$ cat src/hdl/lfs_pkg.sv
// package of constants and types for the led fault status capture block
package lfs_pkg;

    // ************************************************************
    // widths
    // ************************************************************
    localparam int LFS_CHANNELS = 48;    // sink outputs and fault bits
    localparam int LFS_SR_WIDTH = 49;    // common shift register
    localparam int LFS_SEL_BIT = 48;     // msb picks the target latch
    localparam int LFS_BC_WIDTH = 7;     // brightness code per colour
    localparam int LFS_MC_WIDTH = 3;     // maximum current code
    localparam int LFS_EVT_WIDTH = 4;    // interrupt event bits

    // ************************************************************
    // register offsets (byte addresses)
    // ************************************************************
    localparam logic [7:0] LFS_OFS_EVT_STATUS = 8'h00;
    localparam logic [7:0] LFS_OFS_EVT_MASK = 8'h04;
    localparam logic [7:0] LFS_OFS_SETTINGS = 8'h08;
    localparam logic [7:0] LFS_OFS_HOLDER_LO = 8'h0C;
    localparam logic [7:0] LFS_OFS_HOLDER_HI = 8'h10;
    localparam logic [7:0] LFS_OFS_ONOFF_LO = 8'h14;
    localparam logic [7:0] LFS_OFS_ONOFF_HI = 8'h18;
    localparam logic [7:0] LFS_OFS_LINK_STATE = 8'h1C;

    // ************************************************************
    // event bit positions and field values
    // ************************************************************
    localparam int LFS_EVT_ONOFF = 0;    // on-off latch written
    localparam int LFS_EVT_CTRL = 1;     // control latch written
    localparam int LFS_EVT_STLOAD = 2;   // status put in shift reg
    localparam int LFS_EVT_FAULT = 3;    // open or short results captured
    localparam logic [1:0] LFS_SEL_OPEN = 2'h1;
    localparam logic [1:0] LFS_SEL_SHORT = 2'h2;
    localparam logic [6:0] LFS_BC_FULL = 7'h7F;

    // ************************************************************
    // reset values
    // ************************************************************
    localparam logic [3:0] LFS_EVT_RST = 4'h0;
    localparam logic [3:0] LFS_MASK_RST = 4'h0;
    localparam logic [2:0] LFS_MC_RST = 3'h0;
    localparam logic [6:0] LFS_BC_RST = 7'h00;
    localparam logic [1:0] LFS_SEL_RST = 2'h0;
    localparam logic [1:0] LFS_RESP_OKAY = 2'h0;
    localparam logic [1:0] LFS_RESP_SLVERR = 2'h2;

    // control word carried in the low bits of the shift register
    typedef struct packed {
        logic [1:0] load_sel;            // status_load_select
        logic [2:0] max_current;         // max_current_code
        logic [6:0] bc_b;                // blue group_brightness_code
        logic [6:0] bc_g;                // green group_brightness_code
        logic [6:0] bc_r;                // red group_brightness_code
    } lfs_ctrl_t;

    // pins of the serial link, all outside the aclk domain
    typedef struct packed {
        logic sclk;                      // shift clock
        logic sdi;                       // serial_data_in
        logic lat;                       // latch_strobe
        logic blank;                     // blanking, high turns off
    } lfs_link_t;

endpackage : lfs_pkg

$ cat src/hdl/lfs_status_capture.sv
// led fault status capture: serial link, latches, status holder, axi regs
`timescale 1ns/100ps
module lfs_status_capture (
    // clock and reset
    input wire logic aclk,
    input wire logic aresetn,
    // axi4-lite write address and data
    input wire logic [7:0] s_axi_awaddr,
    input wire logic s_axi_awvalid,
    output logic s_axi_awready,
    input wire logic [31:0] s_axi_wdata,
    input wire logic [3:0] s_axi_wstrb,
    input wire logic s_axi_wvalid,
    output logic s_axi_wready,
    // axi4-lite write response
    output logic [1:0] s_axi_bresp,
    output logic s_axi_bvalid,
    input wire logic s_axi_bready,
    // axi4-lite read
    input wire logic [7:0] s_axi_araddr,
    input wire logic s_axi_arvalid,
    output logic s_axi_arready,
    output logic [31:0] s_axi_rdata,
    output logic [1:0] s_axi_rresp,
    output logic s_axi_rvalid,
    input wire logic s_axi_rready,
    // serial link pins
    input wire lfs_pkg::lfs_link_t link_pins,
    output logic serial_data_out,
    // analog fault comparator results
    input wire logic [lfs_pkg::LFS_CHANNELS-1:0] open_fault_detect,
    input wire logic [lfs_pkg::LFS_CHANNELS-1:0] short_fault_detect,
    // current sink controls
    output logic [lfs_pkg::LFS_CHANNELS-1:0] channel_sink_output,
    output lfs_pkg::lfs_ctrl_t settings,
    output logic [2:0] group_full_scale,
    // interrupt
    output logic irq
);
    import lfs_pkg::*;

    // ************************************************************
    // pin synchronisers
    // ************************************************************
    lfs_link_t link_s1_q;                // first stage, read by s2 only
    lfs_link_t link_s2_q;                // safe to use
    lfs_link_t link_s3_q;                // previous value for edges
    logic [2*LFS_CHANNELS-1:0] fault_s1_q;
    logic [2*LFS_CHANNELS-1:0] fault_s2_q;

    // two flops on every pin; comparators are slow and asynchronous
    always_ff @(posedge aclk) begin
        if (!aresetn) begin
            link_s1_q <= '0;
            link_s2_q <= '0;
            link_s3_q <= '0;
            fault_s1_q <= '0;
            fault_s2_q <= '0;
        end else begin
            link_s1_q <= link_pins;
            link_s2_q <= link_s1_q;
            link_s3_q <= link_s2_q;
            fault_s1_q <= {short_fault_detect, open_fault_detect};
            fault_s2_q <= fault_s1_q;
        end
    end

    // edge decode of the synchronised pins
    wire sclk_rise = link_s2_q.sclk & ~link_s3_q.sclk;
    wire lat_rise = link_s2_q.lat & ~link_s3_q.lat;
    wire blank_rise = link_s2_q.blank & ~link_s3_q.blank;
    wire [LFS_CHANNELS-1:0] open_s = fault_s2_q[LFS_CHANNELS-1:0];
    wire [LFS_CHANNELS-1:0] short_s =
        fault_s2_q[2*LFS_CHANNELS-1:LFS_CHANNELS];

    // ************************************************************
    // shift register and latches
    // ************************************************************
    logic [LFS_SR_WIDTH-1:0] sr_q;       // common shift register
    logic [LFS_CHANNELS-1:0] onoff_q;    // on-off data latch
    logic [LFS_CHANNELS-1:0] holder_q;   // status_info_word holder
    logic loaded_q;                      // status sits in shift reg
    lfs_ctrl_t ctrl_q;                   // control latch
    logic [2:0] mc_pend_q;               // last max current written
    logic [LFS_CHANNELS-1:0] sink_q;     // registered sink enables
    logic sdo_q;                         // registered serial out

    // which latch an edge writes depends on the msb of the frame
    wire lat_onoff = lat_rise & ~sr_q[LFS_SEL_BIT];
    wire lat_ctrl = lat_rise & sr_q[LFS_SEL_BIT];
    wire [LFS_SR_WIDTH-1:0] sr_shifted = {sr_q[LFS_SR_WIDTH-2:0],
        link_s2_q.sdi};
    wire lfs_ctrl_t ctrl_new = sr_q[$bits(lfs_ctrl_t)-1:0];
    wire status_put = lat_onoff & ~loaded_q;
    wire cap_open = blank_rise & (ctrl_q.load_sel == LFS_SEL_OPEN);
    wire cap_short = blank_rise & (ctrl_q.load_sel == LFS_SEL_SHORT);
    // a disabled channel never reports a fault
    wire [LFS_CHANNELS-1:0] open_masked = open_s & onoff_q;
    wire [LFS_CHANNELS-1:0] short_masked = short_s & onoff_q;

    // latch edges win over a shift edge in the same cycle; the
    // controller never moves both at once so nothing is lost
    always_ff @(posedge aclk) begin
        if (!aresetn) begin
            sr_q <= '0;
            loaded_q <= 1'b0;
        end else if (status_put) begin
            sr_q[LFS_CHANNELS-1:0] <= holder_q;
            loaded_q <= 1'b1;
        end else if (lat_rise) begin
            sr_q <= sr_q;
        end else if (sclk_rise) begin
            sr_q <= sr_shifted;
            loaded_q <= 1'b0;
        end
    end

    // on-off latch takes the old shift contents before any reload
    always_ff @(posedge aclk) begin
        if (!aresetn) begin
            onoff_q <= '0;
        end else if (lat_onoff) begin
            onoff_q <= sr_q[LFS_CHANNELS-1:0];
        end
    end

    // control latch: brightness per colour and load select
    always_ff @(posedge aclk) begin
        if (!aresetn) begin
            ctrl_q <= '{LFS_SEL_RST, LFS_MC_RST, LFS_BC_RST,
                        LFS_BC_RST, LFS_BC_RST};
            mc_pend_q <= LFS_MC_RST;
        end else if (lat_ctrl) begin
            ctrl_q.load_sel <= ctrl_new.load_sel;
            ctrl_q.bc_r <= ctrl_new.bc_r;
            ctrl_q.bc_g <= ctrl_new.bc_g;
            ctrl_q.bc_b <= ctrl_new.bc_b;
            mc_pend_q <= ctrl_new.max_current;
            // current code changes only when written twice alike,
            // so one corrupt frame cannot overdrive the leds
            if (ctrl_new.max_current == mc_pend_q) begin
                ctrl_q.max_current <= ctrl_new.max_current;
            end
        end
    end

    // status holder: open or short results per load select
    always_ff @(posedge aclk) begin
        if (!aresetn) begin
            holder_q <= '0;
        end else if (cap_open) begin
            holder_q <= open_masked;
        end else if (cap_short) begin
            holder_q <= short_masked;
        end
    end

    // sink enables gated by the blanking level, serial out from msb
    always_ff @(posedge aclk) begin
        if (!aresetn) begin
            sink_q <= '0;
            sdo_q <= 1'b0;
        end else begin
            sink_q <= link_s2_q.blank ? '0 : onoff_q;
            sdo_q <= sr_q[LFS_SR_WIDTH-1];
        end
    end

    assign channel_sink_output = sink_q;
    assign serial_data_out = sdo_q;
    assign settings = ctrl_q;
    // full scale marks a code of 7Fh for each colour
    assign group_full_scale = {ctrl_q.bc_b == LFS_BC_FULL,
                               ctrl_q.bc_g == LFS_BC_FULL,
                               ctrl_q.bc_r == LFS_BC_FULL};

    // ************************************************************
    // axi4-lite slave
    // ************************************************************
    logic aw_have_q;                     // address held
    logic w_have_q;                      // data held
    logic [7:0] awaddr_q;
    logic [31:0] wdata_q;
    logic [3:0] wstrb_q;
    logic bvalid_q;
    logic [1:0] bresp_q;
    logic rvalid_q;
    logic [31:0] rdata_q;
    logic [1:0] rresp_q;
    logic [3:0] evt_q;                   // sticky events
    logic [3:0] mask_q;                  // interrupt mask

    // expand byte strobes into a bit mask
    function automatic logic [31:0] lfs_strb_bits(input logic [3:0] s);
        lfs_strb_bits = {{8{s[3]}}, {8{s[2]}}, {8{s[1]}}, {8{s[0]}}};
    endfunction

    assign s_axi_awready = ~aw_have_q & ~bvalid_q;
    assign s_axi_wready = ~w_have_q & ~bvalid_q;
    assign s_axi_arready = ~rvalid_q;
    wire wr_go = aw_have_q & w_have_q & ~bvalid_q;
    wire [31:0] wr_bits = wdata_q & lfs_strb_bits(wstrb_q);
    wire wr_status = wr_go & (awaddr_q == LFS_OFS_EVT_STATUS);
    wire wr_mask = wr_go & (awaddr_q == LFS_OFS_EVT_MASK);
    wire wr_ok = wr_status | wr_mask;

    // read decode; unmapped words answer zero with slverr
    wire [7:0] ra = s_axi_araddr;
    wire rd_ok = (ra <= LFS_OFS_LINK_STATE) & (ra[1:0] == 2'b00);
    wire [31:0] rd_mux =
        (ra == LFS_OFS_EVT_STATUS) ? {28'h000_0000, evt_q} :
        (ra == LFS_OFS_EVT_MASK) ? {28'h000_0000, mask_q} :
        (ra == LFS_OFS_SETTINGS) ? {3'h0, mc_pend_q, ctrl_q} :
        (ra == LFS_OFS_HOLDER_LO) ? holder_q[31:0] :
        (ra == LFS_OFS_HOLDER_HI) ? {16'h0000, holder_q[47:32]} :
        (ra == LFS_OFS_ONOFF_LO) ? onoff_q[31:0] :
        (ra == LFS_OFS_ONOFF_HI) ? {16'h0000, onoff_q[47:32]} :
        (ra == LFS_OFS_LINK_STATE) ?
            {30'h0000_0000, loaded_q, sr_q[LFS_SEL_BIT]} : 32'h0000_0000;

    // write channels taken in either order, answered after both
    always_ff @(posedge aclk) begin
        if (!aresetn) begin
            aw_have_q <= 1'b0;
            w_have_q <= 1'b0;
            awaddr_q <= 8'h00;
            wdata_q <= 32'h0000_0000;
            wstrb_q <= 4'h0;
            bvalid_q <= 1'b0;
            bresp_q <= LFS_RESP_OKAY;
        end else begin
            if (s_axi_awvalid && s_axi_awready) begin
                aw_have_q <= 1'b1;
                awaddr_q <= s_axi_awaddr;
            end
            if (s_axi_wvalid && s_axi_wready) begin
                w_have_q <= 1'b1;
                wdata_q <= s_axi_wdata;
                wstrb_q <= s_axi_wstrb;
            end
            if (wr_go) begin
                aw_have_q <= 1'b0;
                w_have_q <= 1'b0;
                bvalid_q <= 1'b1;
                bresp_q <= wr_ok ? LFS_RESP_OKAY : LFS_RESP_SLVERR;
            end else if (s_axi_bready) begin
                bvalid_q <= 1'b0;
            end
        end
    end

    // read answered one cycle after the address is taken
    always_ff @(posedge aclk) begin
        if (!aresetn) begin
            rvalid_q <= 1'b0;
            rdata_q <= 32'h0000_0000;
            rresp_q <= LFS_RESP_OKAY;
        end else if (s_axi_arvalid && s_axi_arready) begin
            rvalid_q <= 1'b1;
            rdata_q <= rd_mux;
            rresp_q <= rd_ok ? LFS_RESP_OKAY : LFS_RESP_SLVERR;
        end else if (s_axi_rready) begin
            rvalid_q <= 1'b0;
        end
    end

    assign s_axi_bvalid = bvalid_q;
    assign s_axi_bresp = bresp_q;
    assign s_axi_rvalid = rvalid_q;
    assign s_axi_rdata = rdata_q;
    assign s_axi_rresp = rresp_q;

    // ************************************************************
    // interrupt status and mask
    // ************************************************************
    wire [3:0] evt_set = {cap_open | cap_short, status_put,
                          lat_ctrl, lat_onoff};
    wire [3:0] evt_clr = wr_status ? wr_bits[3:0] : 4'h0;

    // a new event in the clearing cycle survives: set beats clear
    always_ff @(posedge aclk) begin
        if (!aresetn) begin
            evt_q <= LFS_EVT_RST;
            mask_q <= LFS_MASK_RST;
        end else begin
            evt_q <= (evt_q & ~evt_clr) | evt_set;
            // an unstrobed byte lane keeps its old mask bits
            if (wr_mask && wstrb_q[0]) begin
                mask_q <= wdata_q[3:0];
            end
        end
    end

    assign irq = |(evt_q & mask_q);
endmodule // lfs_status_capture

$ cat config.mk
export PLATFORM = sky130hd
export DESIGN_NAME = lfs_status_capture
export DESIGN_NICKNAME = d
export VERILOG_FILES = /design/src/hdl/lfs_pkg.sv /design/src/hdl/lfs_status_capture.sv
export SDC_FILE = /design/constraint.sdc
export NUM_CORES = 1
export LEC_CHECK = 0
export BUFFER_PORTS_ARGS = -buffer_cell sky130_fd_sc_hd__buf_2
export CELL_PAD_IN_SITES_DETAIL_PLACEMENT = 0
export CELL_PAD_IN_SITES_GLOBAL_PLACEMENT = 1
export CORE_MARGIN = 8
export CORE_UTILIZATION = 40
export CTS_BUF_LIST = sky130_fd_sc_hd__clkbuf_4 sky130_fd_sc_hd__clkbuf_8
export DETAILED_ROUTE_END_ITERATION = 10
export PLACE_DENSITY = 0.85
export SYNTH_ARGS = -nofsm -noshare
export SYNTH_HDL_FRONTEND = slang
export SYNTH_SLANG_ARGS = --single-unit
$ cat constraint.sdc
create_clock -name aclk -period 1.4 [get_ports aclk]
set_input_delay 0.14 -clock aclk [delete_from_list [all_inputs] [get_ports aclk]]
set_output_delay 0.14 -clock aclk [all_outputs]
set_load 0.05 [all_outputs]
Word level (Yosys, flattened, before mapping)
Index checks and enable logic that the tools add are counted.
{ "op_classes": {"n_lt_le_gt_ge": 1, "eq_ne": 15, "mux": 23, "bitwise_logic": 36, "n_reduce_logical": 17} }
{ "op_table": {"columns": ["cell", "count"], "rows": [
  ["2-to-1 mux 48 bit", 5],
  ["2-to-1 mux 32 bit", 6],
  ["AND 48 bit", 2],
  ["== test 8 x 5 -> 1 bit, second input constant", 4],
  ["== test 7 bit, second input constant", 3],
  ["== test 8 x 3 -> 1 bit, second input constant", 2],
  ["== test 8 x 4 -> 1 bit, second input constant", 2],
  ["logical NOT 8 bit", 2],
  ["2-to-1 mux 16 bit", 1],
  ["AND 1 bit", 15],
  ["AND 4 bit", 3],
  ["NOT 1 bit", 12],
  ["less-or-equal comparator 8 x 5 -> 1 bit, second input constant", 1],
  ["nonzero test 2 bit", 4],
  ["2-to-1 mux 1 bit", 7],
  ["2-to-1 mux 2 bit", 3],
  ["logical AND 1 bit", 4],
  ["2-to-1 mux 4 bit", 1],
  ["NOT 4 bit", 1],
  ["OR 4 bit", 1],
  ["AND reduction 2 bit", 2],
  ["OR reduction 2 bit", 2],
  ["OR reduction 4 bit", 1],
  ["== test 3 bit", 1],
  ["6 further kinds", 7]
]} }
{ "totals": {"register_bits": 488, "in_bits": 159, "output_inout_bits": 120, "elab_cells": 130} }

Longest topological paths before layout
Gate-level depths: netlist of the first run.
{ "logic_depth": {"ltp_word": 9, "ltp_mapped": 7, "depth_no_buf": 4} }

Worst setup path after synthesis of the first run
Ideal clock, no wire load.
{ "synth_path": {"kind": "flip-flop to flip-flop", "startpoint": "register bvalid_q, in the netlist s_axi_bvalid", "endpoint": "register wdata_q[3]", "t_arrival_ns": 2.005, "required_ns": 1.272, "setup_slack_ns": -0.732, "stages_incl_launch_ff": 6, "n_path_buf": 1, "period_less_slack_ns": 2.132, "cell_sequence": "dfxtp_1 nor2_1 and2_1 clkbuf_1 mux2i_1 nor2_1"} }
{ "synth_via": {"elab_chain_cells": 3} }
{ "synth_lines": {"columns": ["element", "line", "rtl"], "rows": [
  ["from (decl)", "lfs_status_capture.sv:185", "logic bvalid_q;"],
  ["from (signal assigned)", "lfs_status_capture.sv:229", "bvalid_q <= 1'b0;"],
  ["from (signal assigned)", "lfs_status_capture.sv:244", "bvalid_q <= 1'b1;"],
  ["from (signal assigned)", "lfs_status_capture.sv:247", "bvalid_q <= 1'b0;"],
  ["NOT 1 bit", "lfs_status_capture.sv:199", "assign s_axi_wready = ~w_have_q & ~bvalid_q;"],
  ["AND 1 bit", "lfs_status_capture.sv:199", null],
  ["named net s_axi_wready", "lfs_status_capture.sv:14", "output logic s_axi_wready,"],
  ["logical AND 1 bit", "lfs_status_capture.sv:236", "if (s_axi_wvalid && s_axi_wready) begin"],
  ["to (signal assigned)", "lfs_status_capture.sv:238", "wdata_q <= s_axi_wdata;"],
  ["to (decl)", "lfs_status_capture.sv:183", "logic [31:0] wdata_q;"]
]} }
The timed path passes the listed nets, and every way through them passes these cells.
A chain may end at the register's enable or synchronous reset.

Final worst setup path of the first run
{ "layout_path": {"startpoint": "register link_s3_q[1] in the netlist's numbering", "endpoint": "register sr_q[5]"} }
{ "layout_via": {"elab_chain_cells": 6, "elab_cells_between_ends": 8} }
{ "layout_lines": {"columns": ["element", "line", "rtl"], "rows": [
  ["from (decl)", "lfs_status_capture.sv:47", "lfs_link_t link_s3_q;"],
  ["from (signal assigned)", "lfs_status_capture.sv:62", "link_s3_q <= link_s2_q;"],
  ["NOT 1 bit (*)", "lfs_status_capture.sv:70", "wire lat_rise = link_s2_q.lat & ~link_s3_q.lat;"],
  ["AND 1 bit (*)", "lfs_status_capture.sv:70", null],
  ["AND 1 bit", "lfs_status_capture.sv:89", "wire lat_onoff = lat_rise & ~sr_q[LFS_SEL_BIT];"],
  ["AND 1 bit", "lfs_status_capture.sv:94", "wire status_put = lat_onoff & ~loaded_q;"],
  ["!= test 2 x 1 -> 1 bit (no line) / nonzero test 2 bit (equally long branches)", null, null],
  ["AND reduction 2 bit (no line)", null, null],
  ["to (signal, indexed assignment)", "lfs_status_capture.sv:108", "sr_q[LFS_CHANNELS-1:0] <= holder_q;"],
  ["to (signal assigned)", "lfs_status_capture.sv:111", "sr_q <= sr_q;"],
  ["to (signal assigned)", "lfs_status_capture.sv:113", "sr_q <= sr_shifted;"],
  ["to (decl)", "lfs_status_capture.sv:79", "logic [LFS_SR_WIDTH-1:0] sr_q;"]
]} }
Every way passes the cells marked *; elsewhere a longest branch is shown, timed or not.

==> results of run 1 <==
-- per-stage QoR --
step | setup WS, ns | util | std cells
after global routing | -0.273 | 0.597 | 2951
after global placement | -0.309 | 0.474 | 2631
after detailed placement | -0.309 | 0.474 | 2631
after floorplan | -0.157 | - | 1788
final | -0.207 | 0.597 | 2951
after CTS | -0.203 | 0.563 | 2910
-- area by class of cell --
| type | count | area [sq um] |
|---|---|---|
| antenna | 3 | 7.51 |
| clock buffer | 126 | 1530 |
| clock inverter | 7 | 71.3 |
| fill | 3471 | 17300 |
| inverter | 7 | 31.3 |
| multi-input combinational | 1164 | 8130 |
| sequential | 486 | 9830 |
| tap | 585 | 732 |
| timing repair buffer | 573 | 5250 |
-- layer usage --
metal,vias up,share of wire
met5,-,0
met4,0,0.046
met3,157,0.086
met2,770,0.45
met1,7182,0.42
li1,7122,-
-- cell usage after synthesis, types with 3 or more instances --
| library cell | number | area, sq um |
|---|---|---|
| dfxtp_1 | 486 | 9730 |
| and2_1 | 256 | 1600 |
| nand2_1 | 255 | 957 |
| a21oi_1 | 170 | 851 |
| clkbuf_1 | 91 | 342 |
| nor2_1 | 59 | 221 |
| mux2i_1 | 58 | 581 |
| nand3_1 | 53 | 265 |
| mux2_2 | 50 | 563 |
| o21ai_0 | 47 | 235 |
| a211oi_1 | 38 | 285 |
| a22oi_1 | 37 | 278 |
| nand2b_1 | 29 | 181 |
| buf_2 | 25 | 125 |
| o2bb2ai_1 | 13 | 114 |
| buf_4 | 12 | 90.1 |
| a221oi_1 | 11 | 96.3 |
| a211o_1 | 10 | 87.6 |
| a22o_1 | 10 | 87.6 |
| inv_1 | 6 | 22.5 |
| a31oi_1 | 5 | 31.3 |
| nor2b_1 | 5 | 31.3 |
| nor3_1 | 5 | 25.0 |
| a221o_1 | 4 | 40.0 |
| nand4_1 | 4 | 25.0 |
| nor4_1 | 4 | 25.0 |
| xor2_1 | 4 | 35.0 |
| a32oi_1 | 3 | 26.3 |
| buf_1 | 3 | 11.3 |
| nand3b_1 | 3 | 22.5 |
-- path summary, 6_finish.rpt --
path	endpoint	from
worst max-delay path	sr_q[5]	link_s3_q[1]
worst min-delay path	w_have_q	s_axi_wvalid
worst max register to register	sr_q[5]	link_s3_q[1]
worst min register to register	fault_s2_q[40]	fault_s1_q[40]
-- report_power, final --
group | leakage, uW | internal (uW) | switching (uW)
Combinational | 0.00567 | 1210 | 1310
Sequential | 0.00399 | 14200 | 202
Clock | 0.000850 | 7070 | 5390
-- logic make-up after synthesis --
logic type / Yosys count / share of synthesized area
and+or+nand+nor: 687 / 0.202
xor gates and xnor gates: 4 / 0.00203
muxes: 109 / 0.0675
buffers and inverters: 139 / 0.0350
DFF: 486 / 0.563
other: 1 / 0.000217
AOI/OAI and AO/OA: 361 / 0.130
-- flip-flops by register name, indices dropped and copies added, names as in the netlist, 3 cells and up --
name	cells
fault_s2_q	96
link_s1_q	4
link_s3_q	3
link_s2_q	4
onoff_q	48
settings	26
sr_q	49
holder_q	48
channel_sink_output	48
wdata_q	4
mask_q	4
mc_pend_q	3
evt_q	4
awaddr_q	8
fault_s1_q	96
s_axi_rdata	32
-- worst min-delay path, stage by stage --
cell and delay (ns):
buf_2 0.10, and2_1 0.23, a21oi_1 0.16, nor2_1 0.05
-- timing repair --
item | CTS | global route
endpoints found under the setup margin | 201 | 208
gates cloned | 8 | 19
endpoints found under the hold margin | 118 | 0
hold buffers | 119 | 0
pin swaps | 30 | 92
gates resized for setup | 219 | 246
setup buffers | 20 | 29
==> impl_metrics.py, run 1 <==
metrics = {
    "run_status": {
        "status": "finished, violations left",
        "violations": "setup timing",
    },
    "die": {
        "initial_core_util": 0.403,
        "fp.coreArea_sq_um": 42900,
        "row_count": 76,
        "pin_count": 279,
        "die_height_um": 224,
        "dieWidth_um": 224,
        "die_area_sq_um": 50100,
    },
    "yosys": {
        "async_flop_share": 0,
        "avgSynthCellArea_sq_um": 9.67,
        "ys_seq_area_frac": 0.563,
        "netlist_area_sq_um": 17300,
        "yosysWarnings": 0,
        "ys.flop_type": "dfxtp_1",
        "synth_cells": 1787,
        "synth-seq-cells": 486,
        "synth_cell_types": 54,
        "synth_edf_count": 0,
    },
    "clock_network": {
        "cts_tree": "built",
        "cts_root_buffer": "clkbuf_8",
        "cts_buffer_depth": 3,
        "cts_sinks": 486,
        "clk_latency_ns": 0.63,
        "cts-htree-levels": 3,
        "cts.clk_slew.worst_paths_ns": 0.06,
        "cts_made_buffers": 78,
    },
    "grt": {
        "antenna_found_initial": 3,
        "first_global_vias": 14800,
        "met3_usage": 0.0498,
        "grt_max_degree": 158,
        "grt_overflow": 0,
        "grt_use_met1": 0.284,
        "grt_busiest_layer": "met2",
        "grt_pass1_wl_mm": 84.6,
        "grtUsageMet2": 0.332,
        "track_usage": 0.214,
    },
    "worst_setup_path": {
        "cp_max_fo": 6,
        "r2r_cells": 5,
        "crit_family": "simple AND/OR/NAND/NOR gates",
        "r2r_slack_ns": -0.21,
        "crit_chain": "buf_6 -> nor3b_4 -> nand2b_4 -> clkbuf_16 -> a211oi_1",
        "crit_buf_inv": 2,
        "crit_cells": 5,
        "crit_type": "reg -> reg",
        "crit_slowest_cell": "dfxtp_4",
        "critPathArrivalTime_ns": 2.12,
        "end_kind": "flop",
        "worstPathRequired_ns": 1.92,
        "slowest_delay_ns": 0.36,
        "crit_path_start_kind": "flop",
    },
    "sta": {
        "fmax_ghz": 0.622,
        "timing.hold.ws_ns": 0.109,
        "slew_headroom": 0.558,
        "finClkSkew_ns": 0.0364,
        "period_share": 1.15,
        "finalCriticalPeriod_ns": 1.61,
        "tns_ns": -17.58,
        "rsz0062_at_grt": "yes",
        "finalHoldViolCount": 0,
        "slew_viol_final": 0,
        "tightestPinTransition_ns": 0.660,
        "finalSetupViolCount": 157,
        "fin_ws_ns": -0.207,
    },
    "final_layout": {
        "layout_common_cells": "dfxtp_1 (441), and2_1 (255), nand2_1 (210), buf_2 (171), buf_4 (162)",
        "fin_area_sq_um": 25600,
        "final_common_cell": "dfxtp_1",
        "drive_above_1_share": 0.376,
        "area.growth.synth_to_final_pct": 48.1,
        "nets": 2469,
    },
    "placed_design": {
        "gp_congestion": 0.907,
        "post-dp-hpwl_mm": 36.3,
        "place_area_sq_um": 20300,
        "io_buffers": 245,
    },
    "detailed_routing": {
        "drc": 0,
        "wl_per_cell_um": 20.2,
        "drt_iter0_drc": 1346,
        "drt-pass1-iter-count": 6,
        "wl_mm": 59.6,
        "routed_via_density": 5.16,
        "drtAntennaViolNets": 0,
        "vias": 15200,
    },
    "job": {
        "drv_cap": 0,
    },
    "min_path": {
        "whs_path_depth": 4,
        "min_path_type": "in -> reg",
    },
    "pwr": {
        "ir_worst_vdd_mv": 0.688,
        "p_leak_uw": 0.0105,
        "total_power_uw": 29400,
        "power_density_nw_per_um2": 1150,
    },
}
Note: power is estimated with default switching activity, not from simulation.
==> inputs of run 2 (changes only) <==
--- a/config.mk
+++ b/config.mk
@@ -9,4 +9,5 @@
 export CELL_PAD_IN_SITES_DETAIL_PLACEMENT = 0
 export CELL_PAD_IN_SITES_GLOBAL_PLACEMENT = 1
+export CORE_ASPECT_RATIO = 0.5
 export CORE_MARGIN = 8
 export CORE_UTILIZATION = 40
@@ -14,4 +15,5 @@
 export DETAILED_ROUTE_END_ITERATION = 10
 export PLACE_DENSITY = 0.85
+export SETUP_SLACK_MARGIN = 0.05
 export SYNTH_ARGS = -nofsm -noshare
 export SYNTH_HDL_FRONTEND = slang
==> constraint.sdc (replaced) <==
create_clock -name aclk -period 1.4 [get_ports aclk]
set_input_delay 0 -clock aclk [delete_from_list [all_inputs] [get_ports aclk]]
set_output_delay 0 -clock aclk [all_outputs]
set_load 0.05 [all_outputs]
==> run 2 against run 1 <==
  * The run still ends with setup timing left
  * Count of clock-buffer cells in the layout is 15 lower
  * Global-route usage is 3.3 points higher
  * Worst hold slack worse by 0.063 ns
  * Final cell count is 2.4% higher
  * Sequential power hardly changed
  * Combinational power is 11% higher
  * Clock skew is 0.0048 ns lower
  * Critical endpoint is now channel_sink_output[34]
  * Largest cell class unchanged
  * Largest power group unchanged
==> impl_metrics.py, run 2 (synthesis results as in run 1) <==
metrics = {
    "detailed_routing": {
        "routed_via_density": 5.38,
        "drt_iter0_drc": 1940,
        "wl_per_cell_um": 22.8,
        "wl_mm": 68.9,
        "vias": 16300,
        "drt-pass1-iter-count": 8,
        "drtAntennaViolNets": 0,
        "drc": 0,
    },
    "sta": {
        "fin_ws_ns": -0.346,
        "fmax_ghz": 0.573,
        "finalSetupViolCount": 274,
        "tightestPinTransition_ns": 1.06,
        "rsz0062_at_grt": "yes",
        "finalCriticalPeriod_ns": 1.75,
        "tns_ns": -53.56,
        "finalHoldViolCount": 0,
        "slew_viol_final": 0,
        "period_share": 1.25,
        "slew_headroom": 0.291,
        "finClkSkew_ns": 0.0316,
    },
    "clock_network": {
        "cts_root_buffer": "clkbuf_8",
        "cts-htree-levels": 3,
        "cts_tree": "built",
        "clk_latency_ns": 0.65,
        "cts_sinks": 486,
        "cts.clk_slew.worst_paths_ns": 0.07,
        "cts_buffer_depth": 3,
        "cts_made_buffers": 71,
    },
    "final_layout": {
        "top_regs": "fault_s1_q (96), fault_s2_q (96), sr_q (49)",
        "nets": 2546,
        "final_core_util": 0.638,
        "final_cells": 3021,
        "layout_common_cells": "dfxtp_1 (436), and2_1 (255), buf_2 (234), buf_4 (173), nand2_1 (150)",
        "drive_above_1_share": 0.442,
        "fillers": 3042,
        "final_common_cell": "dfxtp_1",
        "fin_area_sq_um": 27000,
        "area.growth.synth_to_final_pct": 56.3,
    },
    "grt": {
        "first_global_vias": 15900,
        "grt_overflow": 0,
        "grt_pass1_wl_mm": 96.6,
        "antenna_found_initial": 6,
        "track_usage": 0.247,
        "grt_max_degree": 75,
    },
    "placed_design": {
        "gp_congestion": 0.889,
        "io_buffers": 245,
        "place_area_sq_um": 20700,
        "post-dp-hpwl_mm": 40.3,
        "dp.cells": 2672,
    },
    "worst_setup_path": {
        "cp-startpoint": "aresetn",
        "worstPathRequired_ns": 1.97,
        "crit_family": "buffers and inverters",
        "crit_buf_inv": 4,
        "crit_chain": "buf_4 -> dlygate4sd3_1 -> inv_6 -> nor2_2 -> buf_12 -> and2_1",
        "end_kind": "flop",
        "crit_type": "in -> reg",
        "slowest_delay_ns": 1.26,
        "cp_max_fo": 33,
        "critPathArrivalTime_ns": 2.32,
        "r2r-start": "link_s3_q[1]",
        "crit_path_start_kind": "input pin",
        "crit_slowest_cell": "dlygate4sd3_1",
    },
    "min_path": {
        "min_path_type": "in -> reg",
        "min-delay-start": "aresetn",
    },
    "die": {
        "dieWidth_um": 310,
        "initial_core_util": 0.408,
        "fp.coreArea_sq_um": 42300,
        "row_count": 53,
        "die_area_sq_um": 50500,
        "pin_count": 279,
        "die_height_um": 163,
    },
    "job": {
        "drv_cap": 0,
    },
    "pwr": {
        "ir_worst_vdd_mv": 0.680,
        "total_power_uw": 29600,
        "power_density_nw_per_um2": 1090,
        "p_leak_uw": 0.0113,
    },
    "run_status": {
        "status": "finished, violations left",
        "violations": "setup timing",
    },
}
run 2: changes by cell type in the layout (fill, tap and decap cells not counted), moves of 10 or more:
| cell | delta |
|---|---|
| a21oi_1 | -28 |
| a21oi_2 | +27 |
| buf_16 | +13 |
| buf_2 | +63 |
| buf_4 | +11 |
| buf_6 | -10 |
| buf_8 | -10 |
| clkbuf_4 | -18 |
| clkinv_2 | +10 |
| dlygate4sd3_1 | +17 |
| nand2_1 | -60 |
| nand2_2 | +18 |
| nand2_4 | +42 |
run 2: worst register-to-register path: stages (launching register included):
cell and delay (ns):
dfxtp_4 0.37, buf_6 0.10, nor2b_4 0.05, buf_6 0.12
buf_6 0.11, nand2b_4 0.23, buf_12 0.19, nand2_1 0.07
a21oi_1 0.33
run 2: repair_timing:
action,in CTS,in global routing
setup endpoints to repair,215,219
hold buffers,134,2
pin swaps,104,111
setup buffers,51,15
gates resized for setup,296,291
cloned,23,7
endpoints found under the hold margin,145,22
run 2: stage by stage:
stage | worst slack [ns] | hold slack, ns
3_5_place_dp | -0.279 | 0.209
6_report | -0.346 | 0.0456
5_1_grt | -0.347 | 0.0165
4_1_cts | -0.197 | -0.263
2_1_floorplan | -0.157 | 0.127
3_3_place_gp | -0.316 | 0.207
run 2: final timing paths:
check                                          endpoint  slack [ns]  cells past startpoint
worst max-delay path            channel_sink_output[34]       -0.35                      6
worst min-delay path                      fault_s2_q[1]        0.05                      4
worst max register to register              onoff_q[11]       -0.31                      8
worst min register to register            fault_s2_q[1]        0.41                      1
run 2: area by class of cell:
type | count | area [sq um] | share of cell area
antenna | 3 | 7.51 | 0.000278
clock buffer | 111 | 1430 | 0.0529
clock inverter | 16 | 114 | 0.00422
inverter | 7 | 31.3 | 0.00116
multi-input combinational | 1164 | 8970 | 0.332
sequential | 486 | 9830 | 0.364
tap | 577 | 722 | 0.0267
timing repair buffer | 657 | 5900 | 0.218
run 2: power by group:
part	leakage, uW	total [uW]	internal [uW]	switching, uW
Sequential	0.00400	14400	14200	234
Combinational	0.00652	2790	1340	1450
Clock	0.000823	12300	6690	5640
Total	0.0113	29600	22200	7330
run 2: per-layer routing:
layer / part of all wire / global-route usage / wire, um
met4: 0.036 / 0.0735 / 2500
met2: 0.46 / 0.386 / 31400
met1: 0.40 / 0.329 / 27500
met5: 0.00029 / 0 / 20
met3: 0.11 / 0.0701 / 7440
==> inputs of run 3 (changes only) <==
--- a/config.mk
+++ b/config.mk
@@ -6,4 +6,5 @@
 export NUM_CORES = 1
 export LEC_CHECK = 0
+export ABC_AREA = 1
 export BUFFER_PORTS_ARGS = -buffer_cell sky130_fd_sc_hd__buf_2
 export CELL_PAD_IN_SITES_DETAIL_PLACEMENT = 0
@@ -11,8 +12,8 @@
 export CORE_ASPECT_RATIO = 0.5
 export CORE_MARGIN = 8
-export CORE_UTILIZATION = 40
+export CORE_UTILIZATION = 39
 export CTS_BUF_LIST = sky130_fd_sc_hd__clkbuf_4 sky130_fd_sc_hd__clkbuf_8
 export DETAILED_ROUTE_END_ITERATION = 10
-export PLACE_DENSITY = 0.85
+export PLACE_DENSITY = 0.86
 export SETUP_SLACK_MARGIN = 0.05
 export SYNTH_ARGS = -nofsm -noshare
==> constraint.sdc (replaced) <==
create_clock -name aclk -period 1.4 [get_ports aclk]
set_input_delay 0.14 -clock aclk [delete_from_list [all_inputs] [get_ports aclk]]
set_output_delay 0.14 -clock aclk [all_outputs]
set_load 0.05 [all_outputs]
==> run 3 against run 2 <==
  * The run still ends with setup timing left
  * Sequential share of layout area increased by 1.2 points
  * Sequential power about the same
  * Core utilization decreased by 4.2 points
  * Fmax decreased by 2.7%
  * Final cell count increased by 10%
  * Critical path type is now reg -> out
  * Largest power group unchanged
==> impl_metrics.py, run 3 <==
metrics = {
    "grt": {
        "antenna_found_initial": 2,
        "first_global_vias": 15800,
        "track_usage": 0.223,
        "grt_max_degree": 74,
        "grt_overflow": 0,
        "grt_pass1_wl_mm": 90.7,
    },
    "final_layout": {
        "area.growth.synth_to_final_pct": 50.2,
        "layout_common_cells": "dfxtp_1 (423), nand2_1 (394), inv_1 (347), a21oi_1 (156), dlygate4sd3_1 (137)",
        "final_core_util": 0.597,
        "nets": 2848,
        "fillers": 3540,
        "drive_above_1_share": 0.329,
        "fin_area_sq_um": 26200,
        "final_common_cell": "dfxtp_1",
        "top_regs": "fault_s1_q (96), fault_s2_q (96), sr_q (49)",
        "final_cells": 3333,
    },
    "die": {
        "initial_core_util": 0.397,
        "row_count": 54,
        "die_area_sq_um": 52100,
        "pin_count": 279,
        "die_height_um": 165,
        "fp.coreArea_sq_um": 43800,
        "dieWidth_um": 315,
    },
    "yosys": {
        "synth_most_common_cell": "dfxtp_1",
        "synth_top_area_frac": 0.559,
        "synth_cell_types": 40,
        "ys.flop_type": "dfxtp_1",
        "synth_edf_count": 0,
        "ys_seq_area_frac": 0.559,
        "synth-seq-cells": 486,
        "yosysWarnings": 0,
        "synthTopCellsByCount": "dfxtp_1 (486), nand2_1 (447), inv_1 (357)",
        "avgSynthCellArea_sq_um": 8.01,
        "yosys-top-cells-area": "dfxtp_1 (56%), nand2_1 (9.6%), inv_1 (7.7%), a21oi_1 (6.1%), o21ai_0 (4.9%)",
        "netlist_area_sq_um": 17400,
        "yosysTopAreaCell": "dfxtp_1",
        "synth_cells": 2174,
        "async_flop_share": 0,
    },
    "min_path": {
        "whs_path_depth": 6,
        "min_path_type": "in -> reg",
    },
    "worst_setup_path": {
        "critPathArrivalTime_ns": 1.65,
        "cp_max_fo": 3,
        "worstPathRequired_ns": 1.26,
        "crit_path_start_kind": "flop",
        "r2r_cells": 9,
        "crit_type": "reg -> out",
        "end_kind": "output port",
    },
    "clock_network": {
        "cts_buffer_depth": 3,
        "clk_latency_ns": 0.65,
        "cts_root_buffer": "clkbuf_8",
        "cts-htree-levels": 3,
        "cts_sinks": 486,
        "cts_made_buffers": 70,
        "cts.clk_slew.worst_paths_ns": 0.07,
        "cts_tree": "built",
    },
    "placed_design": {
        "io_buffers": 245,
        "post-dp-hpwl_mm": 39.5,
        "dp.cells": 2988,
        "gp_congestion": 0.901,
        "place_area_sq_um": 20100,
    },
    "sta": {
        "timing.hold.ws_ns": 0.103,
        "finalSetupViolCount": 111,
        "finalHoldViolCount": 0,
        "fin_ws_ns": -0.394,
        "finalCriticalPeriod_ns": 1.79,
        "slew_headroom": 0.669,
        "tightestPinTransition_ns": 0.494,
        "slew_viol_final": 0,
        "finClkSkew_ns": 0.0278,
        "fmax_ghz": 0.557,
        "period_share": 1.28,
        "rsz0062_at_grt": "yes",
    },
    "detailed_routing": {
        "wl_mm": 62.4,
        "vias": 16600,
        "drt-pass1-iter-count": 9,
        "wl_per_cell_um": 18.7,
        "drtAntennaViolNets": 0,
        "drt_iter0_drc": 1841,
        "routed_via_density": 4.98,
        "drc": 0,
    },
    "run_status": {
        "status": "finished, violations left",
        "violations": "setup timing",
    },
    "pwr": {
        "ir_worst_vdd_mv": 0.718,
        "p_leak_uw": 0.0119,
        "power_density_nw_per_um2": 1120,
        "total_power_uw": 29300,
    },
    "job": {
        "drv_cap": 0,
    },
}
[run 3: worst paths after layout]
| kind | end | startpoint | slack [ns] |
|---|---|---|---|
| worst max register to register | holder_q[37] | settings[25] | -0.22 |
| worst min-delay path | s_axi_rdata[2] | s_axi_araddr[2] | 0.10 |
| worst max-delay path | group_full_scale[2] | settings[19] | -0.39 |
| worst min register to register | fault_s2_q[17] | fault_s1_q[17] | 0.39 |
[run 3: metrics by stage]
step / TNS, ns / setup WS (ns)
after detailed placement: -12.09 / -0.266
final: -12.73 / -0.394
after CTS: -9.76 / -0.367
after floorplan: -2.43 / -0.105
after global placement: -10.53 / -0.247
after global routing: -19.14 / -0.428
[run 3: power breakdown]
part | internal [uW] | leakage, uW | switching [uW]
clock | 6340 | 0.000796 | 5590
sequential | 14300 | 0.00401 | 252
combinational | 1220 | 0.00708 | 1590
[run 3: logic make-up (layout without fill, tap and decap cells)]
group | after synthesis | count (layout) | synth area share
xor+xnor | 3 | 3 | 0.00151
compound gates | 507 | 507 | 0.163
flops | 486 | 486 | 0.559
buf+inv | 500 | 1067 | 0.116
other cells | 1 | 5 | 0.000215
simple gates | 677 | 677 | 0.160
[run 3: cell type report]
cell class	count	area [sq um]	share of cell area
diodes	3	7.51	0.000287
inverters	372	1450	0.0552
flip-flops and latches	486	9850	0.376
repair buffers	570	5840	0.223
well taps	588	736	0.0281
multi-input cells	1189	6800	0.260
clock buffers	111	1380	0.0529
clock inverters	14	96.3	0.00368
[run 3: metal layers]
metal | up-vias | routed length, um | part of all wire | global-route usage
met5 | - | 13 | 0.00021 | 0
li1 | 7897 | - | - | -
met1 | 7748 | 26700 | 0.43 | 0.312
met3 | 141 | 5870 | 0.094 | 0.0451
met2 | 801 | 28000 | 0.45 | 0.347
met4 | 2 | 1870 | 0.030 | 0.0705
[run 3: worst max-delay path, cell delays in order, from the launching register on]
cell     delay [ns]
dfxtp_4        0.37
nand4_1        0.20
nor4_4         0.23
buf_6          0.20
[run 3: timing repair]
item | in CTS | in global routing
hold buffers | 137 | 0
cloned | 20 | 10
setup buffers | 40 | 29
endpoints found under the setup margin | 216 | 253
resized for setup | 447 | 280
hold endpoints to repair | 135 | 0
pin swaps | 83 | 64
